## src/verilog/clock_mode_pkg.sv

```systemverilog
// Purpose: Shared constants and types for the CPU clock and mode control block.
// Assumes: APB with 32-bit data; one register per aligned word.
// Notes:   Every offset and field position, and the mode register reset value, live here.
package clock_mode_pkg;

  ////////////////////////////////////////////////////////////////////////////
  // Bus geometry.
  localparam int ADDR_W = 8;
  localparam int DATA_W = 32;

  // Register byte offsets.
  localparam logic [7:0] OFS_MODE = 8'h00;
  localparam logic [7:0] OFS_BITOP = 8'h04;
  localparam logic [7:0] OFS_STATUS = 8'h08;

  ////////////////////////////////////////////////////////////////////////////
  // Mode register layout and reset value.
  localparam logic [7:0] MODE_RESET = 8'h00;
  localparam int DIV_HI = 7;
  localparam int DIV_LO = 6;
  localparam int SRC_BIT = 5;
  localparam int MAIN_OFF_BIT = 4;
  localparam int INT_OFF_BIT = 3;
  localparam int OPM_HI = 1;
  localparam int OPM_LO = 0;
  // Bits 5, 1 and 0 accept one write after reset.
  localparam logic [7:0] LOCK_MASK = 8'h23;
  // Division code meaning double speed.
  localparam logic [1:0] DIV_DOUBLE = 2'h0;

  // Single-bit operation register layout.
  localparam int BITOP_IDX_HI = 2;
  localparam int BITOP_SET_BIT = 8;

  // Status register layout.
  localparam int ST_SRC_LO = 0;
  localparam int ST_SRC_HI = 1;
  localparam int ST_LOCK = 2;
  localparam int ST_CHOSEN = 3;
  localparam int ST_MISUSE = 4;

  ////////////////////////////////////////////////////////////////////////////
  // Active clock source, Gray along internal, ceramic, RC.
  typedef enum logic [1:0] {
    SRC_INTERNAL = 2'h0,
    SRC_CERAMIC = 2'h1,
    SRC_RC = 2'h3
  } clk_src_t;

  typedef struct packed {
    logic sel;
    logic enable;
    logic write;
    logic [ADDR_W-1:0] addr;
    logic [DATA_W-1:0] wdata;
  } apb_req_t;

  typedef struct packed {
    logic wr;
    logic [ADDR_W-1:0] addr;
    logic [DATA_W-1:0] wdata;
  } reg_access_t;

endpackage

```

## src/verilog/apb_slave_port.sv

```systemverilog
// Purpose: APB slave handshake with one wait-free access phase.
// Assumes: Read data and error decode are combinational from the owner.
// Notes:   Answers are registered in the setup cycle, so pready is a flop.
`timescale 1ns/1ps
module apb_slave_port (
  // Clock and reset
  input wire logic mclk,
  input wire logic rst,
  input wire logic clkEn,
  // Bus request and answer
  input wire clock_mode_pkg::apb_req_t req,
  output logic pready,
  output logic [clock_mode_pkg::DATA_W-1:0] prdata,
  output logic pslverr,
  // Register side
  input wire logic [clock_mode_pkg::DATA_W-1:0] rdData,
  input wire logic rdErr,
  output clock_mode_pkg::reg_access_t acc
);

  logic setup;

  assign setup = req.sel & ~req.enable;
  assign acc.wr = clkEn & req.sel & req.enable & pready & req.write;
  assign acc.addr = req.addr;
  assign acc.wdata = req.wdata;

  always_ff @(posedge mclk) begin
    if (rst) begin
      pready <= 1'b0;
      prdata <= '0;
      pslverr <= 1'b0;
    end else if (clkEn) begin
      pready <= setup;
      prdata <= (setup & ~req.write) ? rdData : '0;
      pslverr <= setup & rdErr;
    end
  end

endmodule

```

## src/verilog/clock_source_select.sv

```systemverilog
// Purpose: Turns the mode register into registered clock controls.
// Assumes: The source is only taken from the mode bit once it was chosen.
// Notes:   The running source's oscillator is never switched off.
`timescale 1ns/1ps
module clock_source_select (
  // Clock and reset
  input wire logic mclk,
  input wire logic rst,
  input wire logic clkEn,
  // Mode state
  input wire logic [7:0] modeReg,
  input wire logic chosen,
  // Clock controls
  output clock_mode_pkg::clk_src_t srcSel,
  output logic [1:0] divSel,
  output logic mainOscEn,
  output logic intOscEn
);

  clock_mode_pkg::clk_src_t wantSrc;
  clock_mode_pkg::clk_src_t srcNxt;
  logic mainOff;

  assign mainOff = modeReg[clock_mode_pkg::MAIN_OFF_BIT];
  assign wantSrc = modeReg[clock_mode_pkg::SRC_BIT] ? clock_mode_pkg::SRC_RC
                                                    : clock_mode_pkg::SRC_CERAMIC;
  // Without a chosen, running main oscillator the core stays on internal.
  assign srcNxt = (!chosen || mainOff) ? clock_mode_pkg::SRC_INTERNAL : wantSrc;

  always_ff @(posedge mclk) begin
    if (rst) begin
      srcSel <= clock_mode_pkg::SRC_INTERNAL;
      divSel <= clock_mode_pkg::MODE_RESET[clock_mode_pkg::DIV_HI:clock_mode_pkg::DIV_LO];
      mainOscEn <= ~clock_mode_pkg::MODE_RESET[clock_mode_pkg::MAIN_OFF_BIT];
      intOscEn <= 1'b1;
    end else if (clkEn) begin
      srcSel <= srcNxt;
      divSel <= modeReg[clock_mode_pkg::DIV_HI:clock_mode_pkg::DIV_LO];
      mainOscEn <= ~mainOff;
      intOscEn <= ~modeReg[clock_mode_pkg::INT_OFF_BIT] |
                  (srcNxt == clock_mode_pkg::SRC_INTERNAL);
    end
  end

endmodule

```

## src/verilog/cpu_clock_mode_control.sv

```systemverilog
// Purpose: CPU operating mode register with clock source and divider control.
// Assumes: Software reaches the registers over APB; all inputs share mclk.
// Notes:   Contract
// Contract
// - After reset the core runs from the internal oscillator.
// - Mode bit 5 picks ceramic resonator or RC oscillator.
// - Bits 5, 1, 0 accept one write after reset, then ignore writes.
// - A single-bit set or clear on any bit also locks bits 5, 1, 0.
// - Bits 7:6 divide ratio, bit 4 main clock, bit 3 internal oscillator.
//
// Added by the designer: the APB slave port and the register addresses.
`timescale 1ns/1ps
module cpu_clock_mode_control (
  // Clock, reset and clock enable
  input wire logic mclk,
  input wire logic rst,
  input wire logic clkEn,
  // APB slave
  input wire logic psel,
  input wire logic penable,
  input wire logic pwrite,
  input wire logic [clock_mode_pkg::ADDR_W-1:0] paddr,
  input wire logic [clock_mode_pkg::DATA_W-1:0] pwdata,
  output logic [clock_mode_pkg::DATA_W-1:0] prdata,
  output logic pready,
  output logic pslverr,
  // Clock controls
  output clock_mode_pkg::clk_src_t clkSrcSel,
  output logic [1:0] divSel,
  output logic mainOscEn,
  output logic intOscEn,
  // Operating mode and lock state
  output logic [1:0] opMode,
  output logic modeLocked
);

  ////////////////////////////////////////////////////////////////////////////
  // Bus front end.

  clock_mode_pkg::apb_req_t req;
  clock_mode_pkg::reg_access_t acc;
  logic [clock_mode_pkg::DATA_W-1:0] rdData;
  logic rdErr;

  assign req.sel = psel;
  assign req.enable = penable;
  assign req.write = pwrite;
  assign req.addr = paddr;
  assign req.wdata = pwdata;

  apb_slave_port u_port (
    .mclk(mclk),
    .rst(rst),
    .clkEn(clkEn),
    .req(req),
    .pready(pready),
    .prdata(prdata),
    .pslverr(pslverr),
    .rdData(rdData),
    .rdErr(rdErr),
    .acc(acc)
  );

  ////////////////////////////////////////////////////////////////////////////
  // State.

  logic [7:0] mode_r;
  logic [7:0] mode_nxt;
  logic lock_r;
  logic lock_nxt;
  logic chosen_r;
  logic chosen_nxt;
  logic misuse_r;
  logic misuse_nxt;

  ////////////////////////////////////////////////////////////////////////////
  // Address decode.

  logic hitMode;
  logic hitBit;
  logic hitStatus;
  logic hitAny;

  assign hitMode = (paddr == clock_mode_pkg::OFS_MODE);
  assign hitBit = (paddr == clock_mode_pkg::OFS_BITOP);
  assign hitStatus = (paddr == clock_mode_pkg::OFS_STATUS);
  assign hitAny = hitMode | hitBit | hitStatus;

  ////////////////////////////////////////////////////////////////////////////
  // Write paths.

  logic modeWr;
  logic bitWr;
  logic anyWr;
  logic [2:0] bitIdx;
  logic bitSet;
  logic [7:0] bitMask;
  logic [7:0] bitVal;
  logic [7:0] writeVal;
  logic touchSrc;

  assign modeWr = acc.wr & (acc.addr == clock_mode_pkg::OFS_MODE);
  assign bitWr = acc.wr & (acc.addr == clock_mode_pkg::OFS_BITOP);
  assign anyWr = modeWr | bitWr;

  // Single-bit set or clear, a read-modify-write of the mode register.
  assign bitIdx = acc.wdata[clock_mode_pkg::BITOP_IDX_HI:0];
  assign bitSet = acc.wdata[clock_mode_pkg::BITOP_SET_BIT];
  assign bitMask = 8'h01 << bitIdx;
  assign bitVal = bitSet ? (mode_r | bitMask) : (mode_r & ~bitMask);

  assign writeVal = modeWr ? acc.wdata[7:0] : bitVal;

  // write-once bits
  // Once locked, bits 5, 1 and 0 keep their value; other bits stay writable.
  assign mode_nxt = !anyWr ? mode_r :
                    lock_r ? ((mode_r & clock_mode_pkg::LOCK_MASK) |
                              (writeVal & ~clock_mode_pkg::LOCK_MASK)) :
                    writeVal;

  // bit-op locking
  // Any full write or single-bit operation closes the write-once window.
  assign lock_nxt = lock_r | anyWr;

  // source choice
  // The source counts as chosen only when bit 5 was written while open.
  assign touchSrc = modeWr | (bitWr & (bitIdx == 3'(clock_mode_pkg::SRC_BIT)));
  assign chosen_nxt = chosen_r | (touchSrc & ~lock_r);

  // Flags double speed while the RC oscillator drives the core.
  assign misuse_nxt = (clkSrcSel == clock_mode_pkg::SRC_RC) &
                      (divSel == clock_mode_pkg::DIV_DOUBLE);

  ////////////////////////////////////////////////////////////////////////////
  // Registers.

  always_ff @(posedge mclk) begin
    if (rst) begin
      mode_r <= clock_mode_pkg::MODE_RESET;
      lock_r <= 1'b0;
      chosen_r <= 1'b0;
      misuse_r <= 1'b0;
    end else if (clkEn) begin
      mode_r <= mode_nxt;
      lock_r <= lock_nxt;
      chosen_r <= chosen_nxt;
      misuse_r <= misuse_nxt;
    end
  end

  assign opMode = mode_r[clock_mode_pkg::OPM_HI:clock_mode_pkg::OPM_LO];
  assign modeLocked = lock_r;

  ////////////////////////////////////////////////////////////////////////////
  // Clock source and divider control.

  clock_source_select u_sel (
    .mclk(mclk),
    .rst(rst),
    .clkEn(clkEn),
    .modeReg(mode_r),
    .chosen(chosen_r),
    .srcSel(clkSrcSel),
    .divSel(divSel),
    .mainOscEn(mainOscEn),
    .intOscEn(intOscEn)
  );

  ////////////////////////////////////////////////////////////////////////////
  // Read data and bus errors.

  logic [clock_mode_pkg::DATA_W-1:0] statusWord;

  assign statusWord = {27'h0, misuse_r, chosen_r, lock_r, clkSrcSel};
  assign rdData = hitMode ? {24'h0, mode_r} :
                  hitStatus ? statusWord :
                  32'h0;
  // Unmapped addresses and writes to the status word answer with an error.
  assign rdErr = ~hitAny | (hitStatus & pwrite);

  ////////////////////////////////////////////////////////////////////////////
  // Checks.

  clock_mode_pkg::clk_src_t wantSrc;

  assign wantSrc = mode_r[clock_mode_pkg::SRC_BIT] ? clock_mode_pkg::SRC_RC
                                                   : clock_mode_pkg::SRC_CERAMIC;

  a_reset_internal:
  assert property (@(posedge mclk) disable iff (rst)
    $fell(rst) |-> (clkSrcSel == clock_mode_pkg::SRC_INTERNAL) && intOscEn)
  else $error("Core did not start on the internal oscillator.");

  a_unchosen_internal:
  assert property (@(posedge mclk) disable iff (rst)
    !chosen_r && clkEn |=> clkSrcSel == clock_mode_pkg::SRC_INTERNAL)
  else $error("Source left internal before software chose one.");

  a_source_follows:
  assert property (@(posedge mclk) disable iff (rst)
    clkEn && chosen_r && !mode_r[clock_mode_pkg::MAIN_OFF_BIT]
    |=> clkSrcSel == $past(wantSrc))
  else $error("Active source does not follow mode bit 5.");

  a_first_write:
  assert property (@(posedge mclk) disable iff (rst)
    modeWr && !lock_r
    |=> lock_r && ((mode_r & clock_mode_pkg::LOCK_MASK) ==
                   ($past(pwdata[7:0]) & clock_mode_pkg::LOCK_MASK)))
  else $error("First mode write was not taken or did not lock.");

  a_locked_hold:
  assert property (@(posedge mclk) disable iff (rst)
    lock_r ##1 1'b1
    |-> (mode_r & clock_mode_pkg::LOCK_MASK) ==
        ($past(mode_r) & clock_mode_pkg::LOCK_MASK))
  else $error("A locked mode bit changed.");

  a_bitop_locks:
  assert property (@(posedge mclk) disable iff (rst)
    bitWr |=> lock_r ##1 lock_r)
  else $error("Single-bit operation did not lock the mode bits.");

  a_divider_map:
  assert property (@(posedge mclk) disable iff (rst)
    clkEn |=> divSel == $past(mode_r[clock_mode_pkg::DIV_HI:clock_mode_pkg::DIV_LO])
              && mainOscEn == !$past(mode_r[clock_mode_pkg::MAIN_OFF_BIT]))
  else $error("Divider or main oscillator control mismatches the mode register.");

  a_lock_sticky:
  assert property (@(posedge mclk) disable iff (rst)
    lock_r |=> lock_r)
  else $error("Lock cleared without a reset.");

  a_reset_unlock:
  assert property (@(posedge mclk) disable iff (rst)
    $fell(rst) |-> !lock_r && !chosen_r && (mode_r == clock_mode_pkg::MODE_RESET))
  else $error("Reset did not clear the lock.");

  a_reset_outputs:
  assert property (@(posedge mclk) disable iff (rst)
    $fell(rst) |-> !pready && (mainOscEn == !clock_mode_pkg::MODE_RESET[clock_mode_pkg::MAIN_OFF_BIT])
    && (divSel == clock_mode_pkg::MODE_RESET[clock_mode_pkg::DIV_HI:clock_mode_pkg::DIV_LO]))
  else $error("Bus answer or clock controls left their reset values.");

  a_internal_osc_runs:
  assert property (@(posedge mclk) disable iff (rst)
    clkSrcSel == clock_mode_pkg::SRC_INTERNAL |-> intOscEn)
  else $error("Internal oscillator off while it drives the core.");

  ////////////////////////////////////////////////////////////////////////////
  // Checks on the write paths and the bus answer.

  a_locked_write_kept:
  assert property (@(posedge mclk) disable iff (rst)
    modeWr && lock_r
    |=> (mode_r & ~clock_mode_pkg::LOCK_MASK) ==
        ($past(pwdata[7:0]) & ~clock_mode_pkg::LOCK_MASK))
  else $error("A writable mode bit ignored a write after the lock.");

  a_bitop_open:
  assert property (@(posedge mclk) disable iff (rst)
    bitWr && !lock_r |=> mode_r[$past(bitIdx)] == $past(bitSet))
  else $error("Single-bit operation before the lock was not applied.");

  a_status_refused:
  assert property (@(posedge mclk) disable iff (rst)
    clkEn && psel && !penable && pwrite && (paddr == clock_mode_pkg::OFS_STATUS)
    |=> pslverr)
  else $error("Write to the status word was not refused.");

  a_ready_single:
  assert property (@(posedge mclk) disable iff (rst)
    clkEn && pready |=> !pready)
  else $error("Bus answer stood longer than one cycle.");

  a_read_idle:
  assert property (@(posedge mclk) disable iff (rst)
    !pready |-> prdata == '0)
  else $error("Read data shown outside the access cycle.");

  a_chosen_closed:
  assert property (@(posedge mclk) disable iff (rst)
    lock_r && !chosen_r |=> !chosen_r)
  else $error("Source was chosen after the lock closed.");

  a_chosen_sticky:
  assert property (@(posedge mclk) disable iff (rst)
    chosen_r |=> chosen_r)
  else $error("Source choice was lost without a reset.");

  ////////////////////////////////////////////////////////////////////////////
  // Checks on the clock controls.

  a_main_off_internal:
  assert property (@(posedge mclk) disable iff (rst)
    clkEn && mode_r[clock_mode_pkg::MAIN_OFF_BIT]
    |=> clkSrcSel == clock_mode_pkg::SRC_INTERNAL)
  else $error("Core left on a stopped main oscillator.");

endmodule

```

## config.mk

```make
export PLATFORM = sky130hd
export DESIGN_NAME = cpu_clock_mode_control
export DESIGN_NICKNAME = d
export VERILOG_FILES = /design/src/verilog/clock_mode_pkg.sv /design/src/verilog/apb_slave_port.sv /design/src/verilog/clock_source_select.sv /design/src/verilog/cpu_clock_mode_control.sv
export SDC_FILE = /design/constraint.sdc
export NUM_CORES = 1
export LEC_CHECK = 0
export ABC_AREA = 1
export BUFFER_PORTS_ARGS = -buffer_cell sky130_fd_sc_hd__buf_2
export CAP_MARGIN = 10
export CORE_MARGIN = 4
export CORE_UTILIZATION = 45
export DETAILED_ROUTE_END_ITERATION = 16
export GPL_ROUTABILITY_DRIVEN = 0
export GPL_TIMING_DRIVEN = 1
export PLACE_DENSITY = 0.8
export SETUP_SLACK_MARGIN = 0.02
export SLEW_MARGIN = 20
export SYNTH_ARGS = -nofsm -noshare
export SYNTH_HDL_FRONTEND = slang
export SYNTH_SLANG_ARGS = --single-unit
```

## constraint.sdc

```tcl
create_clock -name mclk -period 1.6 [get_ports mclk]
set_input_delay 0.32 -clock mclk [delete_from_list [all_inputs] [get_ports mclk]]
set_output_delay 0.32 -clock mclk [all_outputs]
set_load 0.01 [all_outputs]
```

---- Yosys cells after proc, flatten, opt, wreduce, memory -nomap -nowiden ----
Cells that the tools add are included.
operators by class
  equal/unequal tests ..................... 4
  shift-type cells ........................ 1
  mux-type cells .......................... 8
  bitwise logic cells ..................... 31
  reduce and logical (&&, ||, !) cells .... 6
operators by type and width
  kind                                                                    count
  8-bit 2-to-1 mux                                                        5
  1-bit bitwise AND                                                       13
  8-bit bitwise AND                                                       1
  8-bit by 3-bit equality test with 1-bit output (second input constant)  1
  8-bit by 4-bit equality test with 1-bit output (second input constant)  1
  8-bit zero test                                                         1
  8-bit inverter                                                          1
  1-bit bitwise OR                                                        8
  6-bit by 8-bit bitwise OR with 8-bit output                             1
  8-bit bitwise OR                                                        1
  1-bit by 3-bit << shifter with 8-bit output (first input constant)      1
  1-bit inverter                                                          6
  5-bit 2-to-1 mux                                                        1
  2-bit zero test                                                         2
  2-bit 2-to-1 mux                                                        2
  3-bit equality test (second input constant)                             1
  2-bit equality test (second input constant)                             1
  2-bit AND reduction                                                     1
  1-bit zero test                                                         1
  1-bit logical OR                                                        1
word-level totals
  register bits ........................... 51
  input bits .............................. 46
  output and inout port bits .............. 43
  word-level logic and storage cells ...... 61

---- Logic depth before layout (Yosys ltp) ----
  word-level depth ........................ 9
  depth in mapped cells ................... 11
  gate-level depth less buffers ........... 10

---- By module ----
A second synthesis with hierarchy kept.
unflattened totals
  cells, all modules ...................... 448
  area, all modules ....................... 2944.1 sq um
by module, submodules not included
  module                  times used  cells each  area each (sq um)  sequential area each (sq um)
  apb_slave_port          1           258         1779.2             680.7
  cpu_clock_mode_control  1           163         945.9              220.2
  clock_source_select     1           27          219.0              120.1

---- Worst setup path after synthesis ----
No wires, ideal clock.
  path kind ............................... input to register
  start point ............................. input paddr[7] (netlist bit)
  end point ............................... register mode_r[0]
  setup time .............................. 113 ps
  data arrival time ....................... 1147 ps
  data required time ...................... 1487 ps
  slack ................................... 339 ps
  cell stages on the path ................. 8
  path buffers ............................ 0
  path through ............................ nor2_1 -> nand2_2 -> inv_1 -> nand2_2 -> nand2_1 -> nand3_1 -> nor2_1 -> nor2_1
on the way
  cells in the longest elaborated chain, start to end .. 4
  elaborated cells between the ends (all ways) .. 8
  those cells by class .................... eq/ne: 1; mux: 2; bitwise: 3; reduce/logical: 2
ends and longest elaborated chain
  what                                                                                      line                                                          RTL
  start: declaration                                                                        cpu_clock_mode_control.sv:22                                  input wire logic [clock_mode_pkg::ADDR_W-1:0] paddr,
  8-bit by 3-bit equality test with 1-bit output / 8-bit zero test (equally long branches)  cpu_clock_mode_control.sv:103, cpu_clock_mode_control.sv:102
  1-bit bitwise AND (on tied branches)                                                      cpu_clock_mode_control.sv:103, cpu_clock_mode_control.sv:102
  1-bit bitwise OR / 8-bit 2-to-1 mux (equally long branches)                               cpu_clock_mode_control.sv:104, cpu_clock_mode_control.sv:112
  2-bit AND reduction (no line) / 8-bit 2-to-1 mux (equally long branches)                  --
  end signal: assignment                                                                    cpu_clock_mode_control.sv:139                                 mode_r <= clock_mode_pkg::MODE_RESET;
  end signal: assignment                                                                    cpu_clock_mode_control.sv:144                                 mode_r <= mode_nxt;
  end: declaration                                                                          cpu_clock_mode_control.sv:67                                  logic [7:0] mode_r;
Several ways; a longest one is shown, not always the timed one.
A chain may end at the register's enable or synchronous reset.

==> metrics <==
Util after Layout=53.8%; drt wl/cell=10.3 um; vias=1570; R2R cell count=8; post-synth cell types=18; Fin. Hold Viols=0; Worst Skew=1.48 ps; adder-cell share of the synthesized area=0%; HP Class=input port to flop; Hold Crit Endpoint=u_port.pready; clock sink total=27; Yosys top cell area share=32.4%; leak pwr=1.02 nW; initial cell density of the core=48.1%; NumNets Final=349; first-pass GRT wire length=5900 um; final wirelength=3580 um; FF-to-FF setup slack=340 ps; RSZ-0062 raised after global routing=no; Routed Antenna Nets=0; post-synthesis simple-gate area fraction=39.2%; min-delay src=penable; post-CTS setup buffers=0; Synth area leader=dfxtp_1; cts bufs inserted=3; Pwr Density=656 mW/mm^2; total congestion overflow=0; Max clock buf depth=2; Logic pwr share=11.9%; Max-Cap Viols=0; largest net degree at the start of global routing=17; Cell Int Power=0.000900 W; Slew Limit Fails=0; YS warnings=0; core area=0.00347 mm^2; fraction of power consumed by sequential logic=55.8%; status=completed; post-synthesis xor/xnor area fraction=0%; Die Y=68.9 um; I/O Pins=89; H-tree depth=1; clock network fraction of total power=32.4%; hold depth=4; CTS tree=built; cts repair resizes=0; post-route minimum period=1260 ps; Sw Share=26.5%; WP data required=1820 ps; drt initial violations=74; worst-path fanout max=9; f_max=792 MHz; switching power=0.000324 W; sequential share of the synthesized area=32.4%; CP arrival=1480 ps; Critical Path Start=u_port.pready; mux share of post-synthesis cell area=0%; Cell Rows=21; clk root buf=clkbuf_8; cell area after synthesis=0.00167 mm^2; DP HPWL=2910 um; clock transition at the registers of the reported paths=100 ps; antenna violations before repair=0; total track usage=15.9%; Final period util=78.9%; die span in x=68.9 um; worst skew pair latency=270 ps; Reg2Reg Launch Point=u_port.pready; vias in the first global route=1371; setup TNS=0 ps; Final setup viols=0; IO Port Bufs=41; die area=0.00474 mm^2; critical path class=flop to flop; cells after synthesis=260; largest family of logic cells by synthesized area=simple AND/OR/NAND/NOR gates; Peak VDD IR=344 uV; Avg Vias per Cell=4.51; critical path launch point type=flop; antenna diode count=0; flip-flop and latch count after synthesis=27; TritonRoute pass-1 iters=4; Mean Syn Cell Area=6.41 um^2; post-synthesis compound-gate area fraction=7.88%; layout cells sized above 1=20.5%; Layout area overhead=11.9%; DRC=0; crit end category=flop; top cells by area, synth=dfxtp_1 32%, nand2_1 17%, buf_4 12%; cts hold-fix bufs=0
cell families after synthesis:
kind of cell | count (synthesis)
AND/OR/NAND/NOR | 148
buffers and inverters | 58
flip-flops | 27
AO/OA/AOI/OAI | 26
other | 1
synth_stat cells:
| cell | number |
|---|---|
| a21oi_1 | 14 |
| nand3_4 | 1 |
| nand2_4 | 3 |
| buf_4 | 26 |
| nand4_1 | 1 |
| o21ai_0 | 11 |
| nand2_2 | 5 |
| conb_1 | 1 |
| nand2_1 | 76 |
| nor2_1 | 35 |
| nor2_2 | 1 |
| o22ai_1 | 1 |
| dfxtp_1 | 27 |
| nand3_1 | 24 |
| clkbuf_1 | 2 |
| buf_6 | 3 |
| inv_1 | 27 |
| nor2_4 | 2 |
final cells by class:
type                    count  area (um^2)
repair buffers             46          243
well taps                  46         57.6
inverters                  27          101
flip-flops and latches     27          541
multi-input cells         198          876
fillers                   366         1600
clock inverters             1         7.51
clock buffers               3         41.3
layer usage:
layer	wire, um	global-route usage, %
met4	69	5.60
met5	0	0
met2	1530	24.5
met3	266	2.92
met1	1720	22.2
power groups by stage:
stage | logic (W) | clock network [W] | registers [W]
2_1_floorplan | 0.000134 | 0 | 0.000700
3_3_place_gp | 0.000142 | 0 | 0.000698
3_5_place_dp | 0.000144 | 0 | 0.000698
4_1_cts | 0.000144 | 0.000401 | 0.000682
5_1_grt | 0.000166 | 0.000429 | 0.000683
6_report | 0.000145 | 0.000396 | 0.000682
layout by cell type (no fill, tap or decap):
cell and n:
nand2_1 76, buf_2 41, nor2_1 35, inv_1 27, dfxtp_1 27, nand3_1 24
conb_1 24, a21oi_1 14, o21ai_0 11, nand2_2 5, buf_4 5, nand2_4 3
clkbuf_8 3, nor2_4 2, o22ai_1 1, nor2_2 1, nand4_1 1, nand3_4 1
clkinvlp_4 1
critical path, cell delays in order (launching register included):
cell and delay (ps):
dfxtp_1 360, nand3_1 120, nor2_4 190, nand2_4 130, nand2_4 140, nand2_1 80, nand2_1 60, nand2_1 40
nor2_1 90
metrics by stage:
step | std cells | hold slack [ps] | worst slack [ps] | power [W] | instance area [um^2]
floorplan | 283 | 389 | 339 | 0.000834 | 1750
global placement | 344 | 449 | 150 | 0.000840 | 1820
detailed placement | 344 | 455 | 121 | 0.000842 | 1820
CTS | 348 | 331 | 346 | 0.00123 | 1870
global route | 348 | 344 | 195 | 0.00128 | 1870
finish | 348 | 329 | 337 | 0.00122 | 1870
worst max path at each step:
stage / endpoint / slack, ps / depth (start not counted)
detailed placement: mode_r[1] / 120 / 9
global route: flop / 200 / 8
finish: flop / 340 / 8
global placement: mode_r[5] / 150 / 9
floorplan: mode_r[0] / 340 / 8
CTS: flop / 350 / 8
No activity file was read; power rests on OpenSTA's default activity.
